==> config.mk <==
export PLATFORM = sky130hd
export DESIGN_NAME = urf_receiver
export DESIGN_NICKNAME = d
export VERILOG_FILES = /design/src/urf_pkg.sv /design/src/urf_receiver.sv
export SDC_FILE = /design/constraint.sdc
export NUM_CORES = 1
export LEC_CHECK = 0
export ABC_AREA = 1
export BUFFER_PORTS_ARGS = -buffer_cell sky130_fd_sc_hd__clkbuf_2
export CORE_UTILIZATION = 35
export DETAILED_ROUTE_END_ITERATION = 6
export PLACE_DENSITY = 0.63
export SYNTH_ARGS = -nofsm -noshare
export SYNTH_HDL_FRONTEND = slang
export SYNTH_SLANG_ARGS = --single-unit
==> constraint.sdc <==
create_clock -name clock -period 4.52 [get_ports clock]
set_input_delay 0.226 -clock clock [delete_from_list [all_inputs] [get_ports clock]]
set_output_delay 0.226 -clock clock [all_outputs]
set_load 0.02 [all_outputs]
==> src/urf_pkg.sv <==
// urf_pkg: constants, register map, field layout and types of the
// serial receiver with receive FIFO and error flags.
// assumes a 32-bit classic wishbone register bus and a 16x baud tick.
package urf_pkg;
  // register byte offsets
  localparam logic [3:0] OFS_CTRL = 4'h0;
  localparam logic [3:0] OFS_STATUS = 4'h4;
  localparam logic [3:0] OFS_DATA = 4'h8;
  localparam logic [3:0] OFS_COUNT = 4'hC;
  // serial_ctrl_one / serial_ctrl_two fields, one merged control word
  localparam int CTL_RX_EN = 0;
  localparam int CTL_WLS = 1;
  localparam int CTL_PAR_EN = 2;
  localparam int CTL_PAR_TYPE = 3;
  localparam int CTL_RIE = 5;
  localparam int CTL_ADDR_EN = 6;
  localparam int CTL_WAKE = 7;
  localparam int CTL_STOP2 = 8;
  localparam int CTL_TEIE = 9;
  localparam int CTL_TIIE = 10;
  localparam int CTL_TRIG = 11;
  localparam int CTL_WIDTH = 13;
  localparam logic [CTL_WIDTH-1:0] CTL_RESET = 13'h0000;
  // serial_status_reg fields
  localparam int ST_AVAIL = 0;
  localparam int ST_OVERRUN = 1;
  localparam int ST_NOISE = 2;
  localparam int ST_FRAMING = 3;
  localparam int ST_PARITY = 4;
  localparam int ST_IDLE = 5;
  localparam int ST_NINTH = 6;
  localparam int ST_TX_EMPTY = 7;
  localparam int ST_TX_IDLE = 8;
  localparam int ST_BRK_IDLE = 9;
  // parity types
  localparam logic [1:0] PAR_EVEN = 2'h0;
  localparam logic [1:0] PAR_ODD = 2'h1;
  localparam logic [1:0] PAR_MARK = 2'h2;
  localparam logic [1:0] PAR_SPACE = 2'h3;
  // oversampling: 16 ticks per bit, majority taken on ticks 7, 8, 9
  localparam logic [3:0] TICK_FIRST_SAMPLE = 4'h7;
  localparam logic [3:0] TICK_LAST_SAMPLE = 4'h9;
  localparam logic [3:0] TICK_BIT_END = 4'hF;
  localparam logic [3:0] BITS_SHORT = 4'h8;
  localparam logic [3:0] BITS_LONG = 4'h9;
  localparam int FIFO_DEPTH_DEF = 4;

  typedef enum logic [2:0] {
    RX_IDLE = 3'b000,
    RX_START = 3'b001,
    RX_DATA = 3'b011,
    RX_STOP = 3'b010,
    RX_STOP2 = 3'b110,
    RX_BRK_WAIT = 3'b111
  } urf_state_e;

  typedef struct packed {
    logic parityErr;
    logic framingErr;
    logic [8:0] word;
  } urf_entry_s;
endpackage : urf_pkg

==> src/urf_receiver.sv <==
// urf_receiver: receive half of an asynchronous serial port with a
// four word receive FIFO, error flags and the merged interrupt pulse.
// assumes baudTick16 pulses one cycle at 16x the baud rate, rxPin and
// the transmitter flags are synchronous to clock.
//
// Implementation choices: the register offsets and the Wishbone register port.
`timescale 1ns/1ns
`default_nettype none

// Function
// - accept 8 or 9 data bits; ninth bit kept as status
// - recovery runs on the 16x tick, shifting once per bit time
// - each bit level is the majority of three samples
// - after the stop bit the word enters the FIFO if room
// - FIFO holds four words while a fifth is assembled
// - word finishing on a full FIFO is dropped, overrun set, interrupt
// - receiver enable takes the pin and starts the start bit search
// - data available flag while FIFO not empty; count is readable
// - receive interrupt when fill reaches trigger level after a transfer
// - long break ends as frame, sets framing, available, idle, zero word
// - after a break wait for high level before a new start bit
// - idle flag low from start detect until the stop bit is read
// - noise sets noise flag with the word, cleared by status-data reads
// - low stop bit sets framing error, both checked with two stops
// - wrong parity for the selected type sets parity error
// - all sources merge into one low interrupt pulse
// - two transmit sources own enables, receive sources share one except address detect, gated only by its own
// - address detect raises the interrupt without a status flag
// - falling pin edge while clock stopped raises wake interrupt
// - flags read-only, cleared only by the access sequences
// - with address detect, receive interrupt only when top bit high
module urf_receiver #(
  parameter int FIFO_DEPTH = urf_pkg::FIFO_DEPTH_DEF
) (
  input wire logic clock,
  input wire logic rst_b,
  input wire logic wbCyc,
  input wire logic wbStb,
  input wire logic wbWe,
  input wire logic [3:0] wbAdr,
  input wire logic [3:0] wbSel,
  input wire logic [31:0] wbDatW,
  output logic [31:0] wbDatR,
  output logic wbAck,
  input wire logic baudTick16,
  input wire logic rxPin,
  input wire logic txEmpty,
  input wire logic txIdle,
  input wire logic uartClkOff,
  output logic rxPinOwn,
  output logic uartIrq_b
);
  localparam int PW = $clog2(FIFO_DEPTH);
  localparam int CW = $clog2(FIFO_DEPTH + 1);

  // pointers wrap naturally, and the trigger field reaches four
  generate
    if (FIFO_DEPTH < 4 || (1 << PW) != FIFO_DEPTH)
    begin : g_bad_depth
      $error("FIFO_DEPTH must be a power of two of at least 4");
    end
  endgenerate

  function automatic logic majority(input logic [2:0] s);
    majority = (s[0] & s[1]) | (s[0] & s[2]) | (s[1] & s[2]);
  endfunction : majority

  function automatic logic isAccess(input logic [3:0] a, input logic [3:0] ofs);
    isAccess = (a[3:2] == ofs[3:2]);
  endfunction : isAccess

  urf_pkg::urf_state_e state_q, state_d;
  logic [urf_pkg::CTL_WIDTH-1:0] ctrl_q, ctrl_d;
  logic [3:0] tick_q, bitIdx_q;
  logic [2:0] samp_q;
  logic [8:0] shift_q;
  logic frameNoise_q, frameFerr_q;
  logic rxPrev_q;
  urf_pkg::urf_entry_s fifoMem_q [FIFO_DEPTH];
  logic [PW-1:0] wrPtr_q, rdPtr_q;
  logic [CW-1:0] count_q;
  logic overrun_q, noise_q, armed_q;
  logic txEmptyPrev_q, txIdlePrev_q;
  logic ack_q;
  logic [31:0] datR_q;
  logic irq_bq;

  // control fields
  wire logic receiver_enable = ctrl_q[urf_pkg::CTL_RX_EN];
  wire logic wls = ctrl_q[urf_pkg::CTL_WLS];
  wire logic parEn = ctrl_q[urf_pkg::CTL_PAR_EN];
  wire logic [1:0] parType = ctrl_q[urf_pkg::CTL_PAR_TYPE +: 2];
  wire logic rcv_irq_enable = ctrl_q[urf_pkg::CTL_RIE];
  wire logic addrEn = ctrl_q[urf_pkg::CTL_ADDR_EN];
  wire logic wakeEn = ctrl_q[urf_pkg::CTL_WAKE];
  wire logic stop2 = ctrl_q[urf_pkg::CTL_STOP2];
  wire logic teie = ctrl_q[urf_pkg::CTL_TEIE];
  wire logic tiie = ctrl_q[urf_pkg::CTL_TIIE];
  wire logic [CW-1:0] trigLevel = CW'(ctrl_q[urf_pkg::CTL_TRIG +: 2]) + CW'(1);

  // bus decode: side effects happen once, on the cycle before ack
  wire logic busReq = wbCyc & wbStb & ~ack_q;
  wire logic wrCtrl = busReq & wbWe & isAccess(wbAdr, urf_pkg::OFS_CTRL);
  wire logic rdStatus = busReq & ~wbWe & isAccess(wbAdr, urf_pkg::OFS_STATUS);
  wire logic rdData = busReq & ~wbWe & isAccess(wbAdr, urf_pkg::OFS_DATA);

  // bit timing
  wire logic bitEnd = baudTick16 & (tick_q == urf_pkg::TICK_BIT_END);
  wire logic inWindow = (tick_q >= urf_pkg::TICK_FIRST_SAMPLE)
      && (tick_q <= urf_pkg::TICK_LAST_SAMPLE);
  wire logic bitLevel = majority(samp_q);
  wire logic bitNoisy = (samp_q != 3'h0) && (samp_q != 3'h7);
  wire logic [3:0] frameBits = wls ? urf_pkg::BITS_LONG : urf_pkg::BITS_SHORT;
  wire logic lastData = (bitIdx_q == frameBits - 4'h1);
  wire logic startDet = (state_q == urf_pkg::RX_IDLE) & receiver_enable & ~rxPin;
  wire logic stopSeen = bitEnd & ((state_q == urf_pkg::RX_STOP2)
      | ((state_q == urf_pkg::RX_STOP) & ~stop2));
  wire logic frameFerr = frameFerr_q | ~bitLevel;

  // assembled word; an 8-bit frame sits one place high in the shifter
  wire logic [8:0] word = wls ? shift_q : {1'b0, shift_q[8:1]};
  wire logic addrBit = wls ? word[8] : word[7];
  wire logic [8:0] parSpan = parEn ? word : 9'h000;
  wire logic parBit = wls ? word[8] : word[7];
  wire logic parityBad = parEn & ((parType == urf_pkg::PAR_EVEN && ^parSpan)
      | (parType == urf_pkg::PAR_ODD && !(^parSpan))
      | (parType == urf_pkg::PAR_MARK && !parBit)
      | (parType == urf_pkg::PAR_SPACE && parBit));

  // FIFO
  wire logic fifoFull = (count_q == CW'(FIFO_DEPTH));
  wire logic fifoEmpty = (count_q == '0);
  wire logic pushReq = stopSeen;
  wire logic push = pushReq & ~fifoFull;
  wire logic setOverrun = pushReq & fifoFull;
  wire logic pop = rdData & ~fifoEmpty;
  wire logic seqClear = rdData & armed_q;
  wire logic [CW-1:0] countNext = CW'(count_q + CW'(push) - CW'(pop));
  urf_pkg::urf_entry_s head, newEntry;
  assign head = fifoMem_q[rdPtr_q];
  assign newEntry = '{parityErr: parityBad, framingErr: frameFerr, word: word};

  // interrupt sources
  wire logic rxTrigger = push & rcv_irq_enable & (countNext >= trigLevel)
      & (~addrEn | addrBit);
  wire logic ovrIrq = setOverrun & rcv_irq_enable;
  wire logic addrIrq = push & addrEn & addrBit;
  wire logic txEmptyIrq = teie & txEmpty & ~txEmptyPrev_q;
  wire logic txIdleIrq = tiie & txIdle & ~txIdlePrev_q;
  wire logic wakeIrq = uartClkOff & wakeEn & rcv_irq_enable & receiver_enable & rxPrev_q & ~rxPin;
  wire logic irqAny = rxTrigger | ovrIrq | addrIrq | txEmptyIrq | txIdleIrq | wakeIrq;

  // status word
  wire logic rcvIdle = (state_q == urf_pkg::RX_IDLE) | (state_q == urf_pkg::RX_BRK_WAIT);
  logic [31:0] statusWord, readMux;
  always_comb
  begin
    statusWord = 32'h0000_0000;
    statusWord[urf_pkg::ST_AVAIL] = ~fifoEmpty;
    statusWord[urf_pkg::ST_OVERRUN] = overrun_q;
    statusWord[urf_pkg::ST_NOISE] = noise_q;
    statusWord[urf_pkg::ST_FRAMING] = ~fifoEmpty & head.framingErr;
    statusWord[urf_pkg::ST_PARITY] = ~fifoEmpty & head.parityErr;
    statusWord[urf_pkg::ST_IDLE] = rcvIdle;
    statusWord[urf_pkg::ST_NINTH] = ~fifoEmpty & head.word[8];
    statusWord[urf_pkg::ST_TX_EMPTY] = txEmpty;
    statusWord[urf_pkg::ST_TX_IDLE] = txIdle;
    statusWord[urf_pkg::ST_BRK_IDLE] = (state_q == urf_pkg::RX_BRK_WAIT);
  end

  always_comb
  begin
    readMux = 32'h0000_0000;
    if (isAccess(wbAdr, urf_pkg::OFS_CTRL))
      readMux = 32'(ctrl_q);
    else if (isAccess(wbAdr, urf_pkg::OFS_STATUS))
      readMux = statusWord;
    else if (isAccess(wbAdr, urf_pkg::OFS_DATA))
      readMux = fifoEmpty ? 32'h0000_0000 : 32'(head.word);
    else if (isAccess(wbAdr, urf_pkg::OFS_COUNT))
      readMux = 32'(count_q);
  end

  always_comb
  begin
    ctrl_d = ctrl_q;
    if (wrCtrl && wbSel[0])
      ctrl_d[7:0] = wbDatW[7:0];
    if (wrCtrl && wbSel[1])
      ctrl_d[urf_pkg::CTL_WIDTH-1:8] = wbDatW[urf_pkg::CTL_WIDTH-1:8];
  end

  // receive sequencer
  always_comb
  begin
    state_d = state_q;
    if (!receiver_enable)
      state_d = urf_pkg::RX_IDLE;
    else
      unique case (state_q)
        urf_pkg::RX_IDLE:
          if (!rxPin)
            state_d = urf_pkg::RX_START;
        urf_pkg::RX_START:
          if (bitEnd)
            state_d = bitLevel ? urf_pkg::RX_IDLE : urf_pkg::RX_DATA;
        urf_pkg::RX_DATA:
          if (bitEnd && lastData)
            state_d = urf_pkg::RX_STOP;
        urf_pkg::RX_STOP:
          if (bitEnd)
          begin
            if (stop2)
              state_d = urf_pkg::RX_STOP2;
            else
              state_d = frameFerr ? urf_pkg::RX_BRK_WAIT : urf_pkg::RX_IDLE;
          end
        urf_pkg::RX_STOP2:
          if (bitEnd)
            state_d = frameFerr ? urf_pkg::RX_BRK_WAIT : urf_pkg::RX_IDLE;
        urf_pkg::RX_BRK_WAIT:
          if (rxPin)
            state_d = urf_pkg::RX_IDLE;
        default:
          state_d = urf_pkg::RX_IDLE;
      endcase
  end

  always_ff @(posedge clock or negedge rst_b)
  begin
    if (!rst_b)
    begin
      state_q <= urf_pkg::RX_IDLE;
      ctrl_q <= urf_pkg::CTL_RESET;
      rxPrev_q <= 1'b1;
      txEmptyPrev_q <= 1'b0;
      txIdlePrev_q <= 1'b0;
    end
    else
    begin
      state_q <= state_d;
      ctrl_q <= ctrl_d;
      rxPrev_q <= rxPin;
      txEmptyPrev_q <= txEmpty;
      txIdlePrev_q <= txIdle;
    end
  end

  // 16x recovery counter and majority samples
  always_ff @(posedge clock or negedge rst_b)
  begin
    if (!rst_b)
    begin
      tick_q <= 4'h0;
      samp_q <= 3'h7;
    end
    else if (state_q == urf_pkg::RX_IDLE || state_q == urf_pkg::RX_BRK_WAIT)
    begin
      tick_q <= 4'h0;
      samp_q <= 3'h7;
    end
    else if (baudTick16)
    begin
      tick_q <= tick_q + 4'h1;
      if (inWindow)
        samp_q <= {samp_q[1:0], rxPin};
    end
  end

  // shifter runs once per bit time, lsb arrives first
  always_ff @(posedge clock or negedge rst_b)
  begin
    if (!rst_b)
    begin
      shift_q <= 9'h000;
      bitIdx_q <= 4'h0;
      frameNoise_q <= 1'b0;
      frameFerr_q <= 1'b0;
    end
    else if (startDet)
    begin
      bitIdx_q <= 4'h0;
      frameNoise_q <= 1'b0;
      frameFerr_q <= 1'b0;
    end
    else if (bitEnd)
    begin
      frameNoise_q <= frameNoise_q | bitNoisy;
      if (state_q == urf_pkg::RX_DATA)
      begin
        shift_q <= {bitLevel, shift_q[8:1]};
        bitIdx_q <= bitIdx_q + 4'h1;
      end
      if (state_q == urf_pkg::RX_STOP)
        frameFerr_q <= ~bitLevel;
    end
  end

  // FIFO storage keeps no reset; only the pointers and count matter
  always_ff @(posedge clock)
  begin
    if (push)
      fifoMem_q[wrPtr_q] <= newEntry;
  end

  always_ff @(posedge clock or negedge rst_b)
  begin
    if (!rst_b)
    begin
      wrPtr_q <= '0;
      rdPtr_q <= '0;
      count_q <= '0;
    end
    else
    begin
      wrPtr_q <= wrPtr_q + PW'(push);
      rdPtr_q <= rdPtr_q + PW'(pop);
      count_q <= countNext;
    end
  end

  // sticky flags: a set in the clearing cycle wins
  always_ff @(posedge clock or negedge rst_b)
  begin
    if (!rst_b)
    begin
      overrun_q <= 1'b0;
      noise_q <= 1'b0;
      armed_q <= 1'b0;
    end
    else
    begin
      overrun_q <= setOverrun | (overrun_q & ~seqClear);
      noise_q <= (push & (frameNoise_q | bitNoisy)) | (noise_q & ~seqClear);
      armed_q <= rdStatus | (armed_q & ~rdData);
    end
  end

  // wishbone answer one cycle after the request; the interrupt pulse
  always_ff @(posedge clock or negedge rst_b)
  begin
    if (!rst_b)
    begin
      ack_q <= 1'b0;
      datR_q <= 32'h0000_0000;
      irq_bq <= 1'b1;
    end
    else
    begin
      ack_q <= busReq;
      datR_q <= busReq && !wbWe ? readMux : 32'h0000_0000;
      irq_bq <= ~irqAny;
    end
  end

  assign wbAck = ack_q;
  assign wbDatR = datR_q;
  assign uartIrq_b = irq_bq;
  assign rxPinOwn = ctrl_q[urf_pkg::CTL_RX_EN];
endmodule : urf_receiver

`default_nettype wire
# Word level (Yosys, flattened, before mapping)
# Memory sizes are Yosys's and may differ from the RTL's.
# Index checks and enable logic that the tools add are counted.
# word_totals
ff_bits	85
mem_bits_rw	44
inputBits	50
output_inout_bits	35
wordCells	194
n_memories	1
# op_classes
add_sub_neg	8
order_cmp	3
eq_ne	21
n_mux	36
bitwise	74
n_reduce_logical	30
# mem_list
memory	depth	width	read_ports	rd_ports_with_merged_regs	wr	line_no	rtl
fifoMem_q	4	11	1	0	1	urf_receiver.sv:79	urf_pkg::urf_entry_s fifoMem_q [FIFO_DEPTH];
# ops
operator	count
$and 1x1->1	42
$mux 3	13
$mux 9	4
$mux 32	1
$ne 3x3->1 const B	7
$mux 4	5
$or 1x1->1	18
$pmux 3 s6	1
$not 1->1	14
$mux 13	1
$logic_and 1x1->1	10
$mux 10	1
$reduce_bool 2->1	5
$eq 3x3->1 const B	3
$mux 1	9
$reduce_xor 9->1	1
$add 4x1->4 const B	2
$eq 2x2->1 const B	4
$eq 3x2->1 const B	2
$logic_not 3->1	2
$reduce_and 2->1	3
$reduce_and 6->1	1
$add 2x1->2	2
$eq 2x1->1 const B	2
other kinds (16)	19

# Depth between registers and ports, before layout
# Gate-level depths: netlist of the first run.
# depth
ltp_word	16
ltp_mapped	19
depth_no_buf	19

# Worst setup path before layout of the first run
# No wires, ideal clock.
# synth_timing
path_kind	register to register
from	register tick_q[0]
to	register irq_bq, in the netlist uartIrq_b
arrival_time_ns	3.075
path_slack_ns	1.355
path_stages_with_launch	19
n_path_buf	0
path_cell_list	dfrtp_1 ha_1 nand2_1 nor2_2 nand2_1 nor2_1 inv_2 nand2_1 nand2_1 ha_1 fa_1 xnor2_1 xor2_1 ha_1 a21oi_1 o211ai_1 nand4_1 nand3_1 a211oi_1
# synth_via
elab_chain_cells	15
word_cells_on_any_way	20
cone_classes	2 x add/sub; 1 x order compare; 1 x eq/ne; 16 x bitwise
# synth_lines
element	line_no	rtl
from (decl)	urf_receiver.sv:74	logic [3:0] tick_q, bitIdx_q;
from (signal assigned)	urf_receiver.sv:264	tick_q <= tick_q + 4'h1;
$eq 4x4->1	urf_receiver.sv:108	wire logic bitEnd = baudTick16 & (tick_q == urf_pkg::TICK_BIT_END);
$and 1x1->1	urf_receiver.sv:108	
$and 1x1->1	urf_receiver.sv:116	wire logic stopSeen = bitEnd & ((state_q == urf_pkg::RX_STOP2)
$and 1x1->1	urf_receiver.sv:134	wire logic push = pushReq & ~fifoFull;
$add 3x1->3	urf_receiver.sv:138	wire logic [CW-1:0] countNext = CW'(count_q + CW'(push) - CW'(pop));
$sub 3x1->3	urf_receiver.sv:138	
named net countNext[2]	urf_receiver.sv:138	
$ge 3x3->1	urf_receiver.sv:144	wire logic rxTrigger = push & rcv_irq_enable & (countNext >= trigLevel)
$and 1x1->1	urf_receiver.sv:144	
$and 1x1->1	urf_receiver.sv:145	& (~addrEn | addrBit);
$or 1x1->1 (5 in a row)	urf_receiver.sv:151	wire logic irqAny = rxTrigger | ovrIrq | addrIrq | txEmptyIrq | txIdleIrq | wakeIrq;
$not 1->1	urf_receiver.sv:352	irq_bq <= ~irqAny;
to (signal assigned)	urf_receiver.sv:352	
to (decl)	urf_receiver.sv:86	logic irq_bq;
# The timed path passes the listed nets, and every way through them passes these cells.
# A chain may end at the register's enable or synchronous reset.

# Worst setup path after layout of the first run
# Ends and elaborated chain as after synthesis.

==> flow_summary.json, run 1 <==
{
  "grt_pass1_wl_um": 17300,
  "end_kind": "register",
  "synth.avg_cell_area_um2": 9.58,
  "fillers": 1394,
  "worstSkewPairLatency_ns": 0.35,
  "fin_crit_sh_pct": 79.6,
  "track_usage_pct": 15.2,
  "slew_headroom_pct": 32.8,
  "drive_gt1_share_pct": 15.4,
  "maxSlewViolCount": 0,
  "antenna_found_initial": 0,
  "fin_cells": 773,
  "numPortBuffers": 42,
  "numCtsBuffers": 9,
  "final-seq-area_um2": 2980,
  "fin_area_um2": 5820,
  "dp_hpwl_um": 7910,
  "post_cts_resized": 0,
  "core_area_um2": 14500,
  "fin_nets": 645,
  "clk_path_buf_depth": 2,
  "cts_tree": "built",
  "die-area_um2": 15300,
  "drc_errors": 0,
  "outcome": "finished, final reports clean",
  "worstSetupPathType": "reg2reg",
  "power_mw": 2.81,
  "multi_input_area_um2": 1860,
  "synth_cell_types": 41,
  "dp_cells": 757,
  "finalHoldViolations": 0,
  "fp-row-count": 44,
  "mostFrequentLayoutCells": "nand2_1 (94), nor2_1 (61), dfrtp_1 (61)",
  "io_pins": 85,
  "grt_max_degree": 67,
  "htree_levels": 3,
  "gp_congestion": 0.847,
  "path_max_fanout": 9,
  "fin_skew_ns": 0.00499,
  "gr-total-overflow": 0,
  "placed_area_um2": 5530,
  "diodes": 0,
  "drtIter0Drc": 332,
  "leakage_nw": 2.59,
  "max_cap_violations": 0,
  "arrival_ns": 3.86,
  "syn_inst": 542,
  "cts_root_buffer": "clkbuf_16",
  "required_ns": 4.79,
  "avgRoutedWirePerCell_um": 14.3,
  "clkSlewWorstSetupHoldPaths_ns": 0.07,
  "final_common_cell": "nand2_1",
  "area_growth_pct": 12.1,
  "start_util_pct": 35.9,
  "fin_crit_ns": 3.60,
  "grt_pass1_vias": 3428,
  "holdBufCountCts": 0,
  "ys.warnings.count": 0,
  "power.density_nw_per_um2": 482,
  "ant_nets": 0,
  "wirelength_um": 11000,
  "dr.pass1.iters": 7,
  "peakVddDrop_uv": 162,
  "rsz0062_at_grt": "no",
  "viasPerCell": 4.93,
  "ys_seq_area_share_pct": 57.4,
  "fp.dieW_um": 124,
  "tns_ns": 0,
  "ys_ff_latch": 110,
  "setup_violations": 0,
  "hold_class": "in2reg",
  "worst_pin_slew_ns": 1.00,
  "post-cts-setup-buffers": 0,
  "crit_path_start_kind": "register",
  "vias": 3814,
  "final_util_pct": 40.2,
  "netlist_area_um2": 5190,
  "die_y_um": 124,
  "max_freq_mhz": 278,
  "clkSinkCount": 110
}
[final timing paths]
check / slack [ns] / from / endpoint / depth (start not counted)
max reg2reg: 0.92 / tick_q[0] / uartIrq_b / 19
min: 0.02 / txEmpty / txEmptyPrev_q / 1
min in group asynchronous: 0.05 / rst_b / wbDatR[12] / 2
min reg2reg: 0.44 / wbAck / wbAck / 1
max: 0.92 / tick_q[0] / uartIrq_b / 19
max in group asynchronous: 3.93 / rst_b / shift_q[5] / 2
[Yosys cell counts, drive strengths merged]
cell	number	share of area [%]
nand2	98	7.4
nor2	65	4.9
dfrtp	61	29
o21ai	59	5.8
inv	58	4.2
edfxtp	44	25
a21oi	27	2.6
buf	25	3.5
nand3	15	1.6
nor3	13	1.3
o22ai	12	1.4
ha	10	2.4
clkbuf	9	0.65
a211oi	7	1.1
mux2	6	1.3
dfstp	5	2.5
xor2	5	0.84
o211ai	4	0.58
xnor2	4	0.67
nand4	3	0.36
o21a	2	0.29
a22oi	1	0.14
a2bb2oi	1	0.17
a311oi	1	0.17
a31oi	1	0.12
a32o	1	0.19
and3	1	0.12
conb	1	0.072
fa	1	0.39
o22a	1	0.17
o41ai	1	0.17
[worst max-delay path: stages, from the launching register on]
cell      delay, ns
dfrtp_1        0.42
ha_1           0.22
nand2_1        0.09
nor2_2         0.09
buf_4          0.16
nand2_1        0.06
nor2_1         0.22
inv_2          0.14
nand2_1        0.13
nand2_1        0.07
ha_1           0.19
fa_1           0.38
xnor2_1        0.18
xor2_1         0.22
ha_1           0.29
a21oi_1        0.15
o211ai_1       0.14
nand4_1        0.10
nand3_1        0.06
a211oi_1       0.20
[metal layers]
metal | GRT usage (%) | vias up | wire length (µm)
met5 | 0 | - | 0
met4 | 7.45 | 0 | 237
met3 | 2.38 | 14 | 473
met2 | 23.6 | 103 | 5300
met1 | 20.8 | 1834 | 5000
li1 | - | 1863 | -
[through the flow]
| stage | hold WS [ns] | setup WS (ns) |
|---|---|---|
| finish | 0.0179 | 0.924 |
| global route | 0.0120 | 0.531 |
| CTS | 0.00710 | 0.914 |
| detailed placement | 0.381 | 0.901 |
| global placement | 0.375 | 1.01 |
| floorplan | -0.0696 | 1.36 |
[layout make-up]
class	instances	share of cell area, %
Timing Repair Buffer	47	4.25
Tap cell	184	3.95
Inverter	58	3.74
Clock inverter	7	1.12
Clock buffer	9	3.87
Sequential cell	110	51.1
Multi-Input combinational cell	358	31.9
[report_power, final]
group	switching (mW)	internal [mW]
Clock	0.352	0.426
Sequential	0.132	1.15
Combinational	0.483	0.261
Total	0.967	1.84
[sequential cells by signal (all words and copies together) (netlist names), 4 cells and up]
signal / flops
tick_q: 4
shift_q: 9
fifoMem_q: 44
ctrl_q: 13
bitIdx_q: 4
wbDatR: 13
[cell families after synthesis]
| family | after synthesis | share of synthesized area (%) |
|---|---|---|
| AOI/OAI and AO/OA | 118 | 13.0 |
| xor gates and xnor gates | 9 | 1.52 |
| adders and majority gates | 11 | 2.79 |
| buffers and inverters | 92 | 8.34 |
| DFF | 110 | 57.4 |
| muxes | 6 | 1.30 |
| other | 1 | 0.0722 |
| and+or+nand+nor | 195 | 15.6 |
Power figures use the tool's default switching activity.
==> inputs of run 2 (changes only) <==
==> constraint.sdc (replaced) <==
create_clock -name clock -period 3.34 [get_ports clock]
set_input_delay 0.167 -clock clock [delete_from_list [all_inputs] [get_ports clock]]
set_output_delay 0.167 -clock clock [all_outputs]
set_load 0.02 [all_outputs]
==> run 2 against run 1 <==
  * Critical path depth decreased by 1
  * Flip-flop and latch count unchanged
  * Critical endpoint unchanged
  * Core utilization increased by 1.4 points
  * Sequential share of layout area decreased by 1.6 points
  * Clock power increased by 25%
  * Cell area increased by 3.4%
  * Worst hold slack improved by 0.0086 ns
==> flow_summary.json, run 2 (same netlist as run 1, synthesis figures left out) <==
{
  "numPortBuffers": 42,
  "placed_area_um2": 5610,
  "antenna_found_initial": 0,
  "tns_ns": 0,
  "grt_max_degree": 38,
  "die-area_um2": 15300,
  "required_ns": 3.61,
  "final_common_cell": "nand2_1",
  "endpoint": "uartIrq_b",
  "outcome": "finished, final reports clean",
  "io_pins": 85,
  "met2_usage_pct": 24.3,
  "mostFrequentLayoutCells": "nand2_1 (90), dfrtp_1 (59), nor2_1 (57)",
  "worstSetupPathType": "reg2reg",
  "drc_errors": 0,
  "r2r_cells": 18,
  "cts_tree": "built",
  "dr.pass1.iters": 5,
  "ant_nets": 0,
  "dp_cells": 769,
  "avgRoutedWirePerCell_um": 14.4,
  "clk_path_buf_depth": 2,
  "fin_nets": 662,
  "regMostFlops": "fifoMem_q",
  "setup_ws_ns": 0.180,
  "drtIter0Drc": 191,
  "cts_root_buffer": "clkbuf_16",
  "use_met3_pct": 3.07,
  "track_usage_pct": 15.5,
  "largest_reg_flops": 44,
  "core_area_um2": 14500,
  "max_cap_violations": 0,
  "multi_input_area_um2": 1950,
  "leakage_nw": 2.67,
  "grt_pass1_wl_um": 17900,
  "fillers": 1421,
  "numCtsBuffers": 9,
  "viasPerCell": 4.92,
  "fin_skew_ns": 0.00398,
  "peakVddDrop_uv": 247,
  "arrival_ns": 3.43,
  "clkSinkCount": 110,
  "maxSlewViolCount": 0,
  "max_freq_mhz": 316,
  "crit_path_start": "tick_q[0]",
  "final-seq-area_um2": 2980,
  "fin_area_um2": 6020,
  "finalHoldViolations": 0,
  "gp_congestion": 0.792,
  "fp-row-count": 44,
  "hold_class": "in2reg",
  "htree_levels": 3,
  "grt.met1_usage_pct": 21.1,
  "vias": 3889,
  "worst_pin_slew_ns": 0.663,
  "drive_gt1_share_pct": 19.6,
  "path_max_fanout": 3,
  "fp.dieW_um": 124,
  "crit_path_start_kind": "register",
  "area_growth_pct": 16.0,
  "grt-busiest-layer": "met2",
  "reg2reg_slack_ns": 0.18,
  "power.density_nw_per_um2": 635,
  "clkSlewWorstSetupHoldPaths_ns": 0.07,
  "die_y_um": 124,
  "diodes": 0,
  "start_util_pct": 35.9,
  "worstSkewPairLatency_ns": 0.34,
  "fin_crit_sh_pct": 94.6,
  "setup_violations": 0,
  "fin_cells": 790,
  "r2r_end": "uartIrq_b",
  "end_kind": "register",
  "grt_pass1_vias": 3653,
  "gr-total-overflow": 0,
  "wirelength_um": 11300,
  "dp_slack_ns": 0.0752,
  "slew_headroom_pct": 55.8,
  "worstReg2RegStart": "tick_q[0]",
  "fin_crit_ns": 3.16,
  "dp_hpwl_um": 8100
}
## run 2: cell types whose count changed in the layout (fill, tap and decap cells not counted), sizes merged
cell and change:
clkinv -1, clkbuf +2, dlygate4sd3 +4, bufinv -1
buf +13
## run 2: how the worst min path moves through the flow
| stage | startpoint | endpoint | slack (ns) | cells after the start |
|---|---|---|---|---|
| floorplan | rst_b | armed_q | -0.13 | 0 |
| global placement | rst_b | wbDatR[12] | 0.22 | 1 |
| detailed placement | rst_b | wbDatR[12] | 0.24 | 1 |
| CTS | wbStb | wbAck | 0.02 | 3 |
| global route | wbStb | wbAck | 0.05 | 3 |
| finish | wbStb | wbAck | 0.03 | 3 |
## run 2: critical path: stages (launching register included)
cell	delay (ns)
dfrtp_1	0.41
ha_4	0.19
nand2_4	0.08
nor2_4	0.04
nand2_2	0.08
nor2_4	0.04
buf_4	0.14
o21ai_1	0.08
nand2_2	0.08
ha_4	0.16
fa_2	0.37
xnor2_2	0.19
xor2_1	0.23
ha_1	0.31
a21oi_2	0.13
o211ai_1	0.13
nand4_1	0.12
nand3_1	0.09
a211oi_2	0.22
## run 2: layer usage
| layer | up-vias | wire [µm] | share of wire [%] |
|---|---|---|---|
| li1 | 1901 | - | - |
| met1 | 1875 | 5100 | 45 |
| met2 | 96 | 5430 | 48 |
| met3 | 17 | 597 | 5.3 |
| met4 | 0 | 208 | 1.8 |
| met5 | - | 0 | 0 |
## run 2: repair_timing
item / 4_1_cts / 5_1_grt
buffers inserted: 0 / 1
resized for setup: 0 / 27
hold buffers: 4 / 0
endpoints found under the hold margin: 27 / 0
endpoints found under the setup margin: 0 / 1
## run 2: cell type report
| type | instances | area share (%) |
|---|---|---|
| Clock buffer | 11 | 3.86 |
| Clock inverter | 5 | 0.457 |
| Inverter | 58 | 3.61 |
| Multi-Input combinational cell | 358 | 32.3 |
| Sequential cell | 110 | 49.5 |
| Tap cell | 184 | 3.82 |
| Timing Repair Buffer | 64 | 6.40 |
## run 2: stage by stage
| stage | util (%) | power, mW | hold slack [ns] |
|---|---|---|---|
| final | 41.6 | 3.82 | 0.0265 |
| after floorplan | - | 2.50 | -0.129 |
| after CTS | 40.8 | 3.78 | 0.0197 |
| after global placement | 38.8 | 2.75 | 0.225 |
| after detailed placement | 38.8 | 2.80 | 0.237 |
| after global routing | 41.6 | 4.07 | 0.0467 |
## run 2: power by group
group	switching [mW]	internal, mW	leakage, nW	total, mW
Sequential	0.133	1.56	1.24	1.70
Combinational	0.747	0.409	1.30	1.16
Clock	0.468	0.502	0.129	0.970
==> inputs of run 3 (changes only) <==
--- a/config.mk
+++ b/config.mk
@@ -5,7 +5,6 @@
 export SDC_FILE = /design/constraint.sdc
 export NUM_CORES = 1
 export LEC_CHECK = 0
-export ABC_AREA = 1
 export BUFFER_PORTS_ARGS = -buffer_cell sky130_fd_sc_hd__clkbuf_2
 export CORE_UTILIZATION = 35
 export DETAILED_ROUTE_END_ITERATION = 6
==> run 3 against run 2 <==
  * Fmax shrank 0.14%
  * Non-clock buffer count shrank 5
  * Cell area shrank 3.7%
  * Worst setup slack lost 0.0043 ns
  * Wire length shrank 8.6%
  * First-iteration DRC count grew 50%
  * Cell count shrank 19%
  * Core utilization shrank 0.28 points
  * Flip-flop and latch count is the same
  * Clock skew grew 0.0027 ns
==> flow_summary.json, run 3 <==
{
  "worstSkewPairLatency_ns": 0.35,
  "grt_pass1_vias": 3197,
  "slew_headroom_pct": 24.9,
  "area_growth_pct": 14.1,
  "vias": 3203,
  "comb_power_share_pct": 15.1,
  "die-area_um2": 15000,
  "cts_root_buffer": "clkbuf_16",
  "core_area_um2": 14000,
  "gr-total-overflow": 0,
  "diodes": 0,
  "reg2reg_slack_ns": 0.18,
  "synth.avg_cell_area_um2": 12.7,
  "ys_seq_area_share_pct": 58.6,
  "p_int_mw": 2.29,
  "synth_top_family_by_area": "multiplexers",
  "synth-simple-area-share_pct": 11.8,
  "htree_levels": 3,
  "synth_edf_count": 44,
  "r2r_end": "uartIrq_b",
  "synth_cell_types": 51,
  "ant_nets": 0,
  "dp_hpwl_um": 7200,
  "synth_top_area_cell": "dfrtp_1",
  "start_util_pct": 36.2,
  "power.density_nw_per_um2": 543,
  "switching_share_pct": 27.3,
  "required_ns": 3.62,
  "power_mw": 3.15,
  "netlist_area_um2": 5080,
  "clkSlewWorstSetupHoldPaths_ns": 0.07,
  "final_util_pct": 41.3,
  "finalHoldViolations": 0,
  "wirelength_um": 10400,
  "fin_nets": 516,
  "die_y_um": 123,
  "grt_pass1_wl_um": 16600,
  "clockPowerShare_pct": 33.2,
  "worstReg2RegStart": "count_q[0]",
  "synth-main-ff-cell": "dfrtp_1",
  "setup_ws_ns": 0.176,
  "holdWs_ns": 0.0367,
  "synth_compound_area_share_pct": 5.78,
  "mostFrequentLayoutCells": "dfrtp_1 (60), edfxtp_1 (44), clkbuf_2 (41)",
  "fin_crit_ns": 3.16,
  "fin_crit_sh_pct": 94.7,
  "end_kind": "register",
  "drtIter0Drc": 287,
  "gp_congestion": 0.841,
  "max_freq_mhz": 316,
  "fin_area_um2": 5800,
  "crit_path_start_kind": "register",
  "final_common_cell": "dfrtp_1",
  "peakVddDrop_uv": 317,
  "worstSetupPathType": "reg2reg",
  "synthTopCellsByArea": "dfrtp_1 (30%), edfxtp_1 (26%), mux2_2 (6.4%)",
  "grt_max_degree": 49,
  "switchingPower_mw": 0.860,
  "yosys.area_share.adder_pct": 3.05,
  "pwr-share-seq_pct": 51.6,
  "cts_tree": "built",
  "tns_ns": 0,
  "r2r_cells": 12,
  "numCtsBuffers": 9,
  "synthXorXnorAreaFrac_pct": 3.37,
  "synthTopCellsByCount": "dfrtp_1 (61), edfxtp_1 (44), nor2_1 (35)",
  "fp.dieW_um": 123,
  "avgRoutedWirePerCell_um": 16.2,
  "numPortBuffers": 42,
  "yosysMostFrequentCell": "dfrtp_1",
  "ys_async_sr_fraction_pct": 60.0,
  "fp-row-count": 43,
  "ys_ff_latch": 110,
  "rsz0062_at_grt": "no",
  "fin_cells": 640,
  "synthMuxAreaShare_pct": 12.3,
  "post-cts-setup-buffers": 0,
  "dp_slack_ns": 0.150,
  "drc_errors": 0,
  "largest_reg_flops": 44,
  "io_pins": 85,
  "max_cap_violations": 0,
  "maxSlewViolCount": 0,
  "worst_pin_slew_ns": 1.13,
  "ys.warnings.count": 0,
  "drive_gt1_share_pct": 25.4,
  "placed_area_um2": 5490,
  "path_max_fanout": 4,
  "outcome": "finished, final reports clean",
  "fin_skew_ns": 0.00663,
  "viasPerCell": 5.00,
  "leakage_nw": 2.58,
  "regMostFlops": "fifoMem_q",
  "clk_path_buf_depth": 2,
  "antenna_found_initial": 0,
  "clkSinkCount": 110,
  "arrival_ns": 3.44,
  "netlist.area_leader.share_pct": 30.0,
  "dp_cells": 621,
  "syn_inst": 400,
  "track_usage_pct": 15.0,
  "setup_violations": 0,
  "dr.pass1.iters": 4,
  "hold_class": "in2async"
}
run 3: layout make-up:
cell class | count | area (µm²)
clock buffer | 11 | 233
clock inverter | 5 | 50.0
fill | 1312 | 8240
inverter | 13 | 48.8
multi-input combinational | 262 | 1920
sequential | 110 | 2980
tap | 180 | 225
timing repair buffer | 59 | 345
run 3: worst max path at each step:
stage	start	end	slack [ns]	cells after the start
floorplan	count_q[0]	uartIrq_b	0.35	13
global placement	tick_q[0]	uartIrq_b	0.24	13
detailed placement	tick_q[0]	uartIrq_b	0.15	13
CTS	tick_q[0]	uartIrq_b	0.15	13
global route	tick_q[0]	uartIrq_b	0.004	13
finish	count_q[0]	uartIrq_b	0.18	12
run 3: what timing repair did:
action | CTS | global route
hold endpoints to repair | 3 | 0
endpoints found under the setup margin | 0 | 1
resized for setup | 0 | 2
hold buffers | 3 | 0
run 3: critical path, stage by stage (launching register included):
cell      delay [ns]
dfrtp_1         0.42
or3_1           0.40
and3b_1         0.22
and2_1          0.22
xnor2_1         0.15
ha_1            0.19
fa_1            0.38
xnor2_1         0.18
xnor2_1         0.16
ha_1            0.26
a21oi_1         0.19
o211ai_1        0.13
a31oi_1         0.20
run 3: metal layers:
metal  global-route usage [%]  up-vias  wire length, µm
li1                         -     1513                -
met1                     19.5     1604             4770
met2                     24.2       76             5080
met3                     3.11       10              340
met4                     6.40        0              173
met5                        0        -                0
run 3: kinds of logic after synthesis:
| family | Yosys count |
|---|---|
| simple gates | 122 |
| flops | 110 |
| compound gates | 46 |
| buf+inv | 46 |
| mux | 45 |
| xor+xnor | 18 |
| fa+ha+maj | 12 |
| other cells | 1 |
run 3: power groups by stage:
stage / clock network (mW) / logic [mW] / registers [mW]
2_1_floorplan: 0 / 0.417 / 1.56
3_3_place_gp: 0 / 0.465 / 1.65
3_5_place_dp: 0 / 0.475 / 1.65
4_1_cts: 1.07 / 0.478 / 1.63
5_1_grt: 1.13 / 0.519 / 1.64
6_report: 1.05 / 0.476 / 1.63
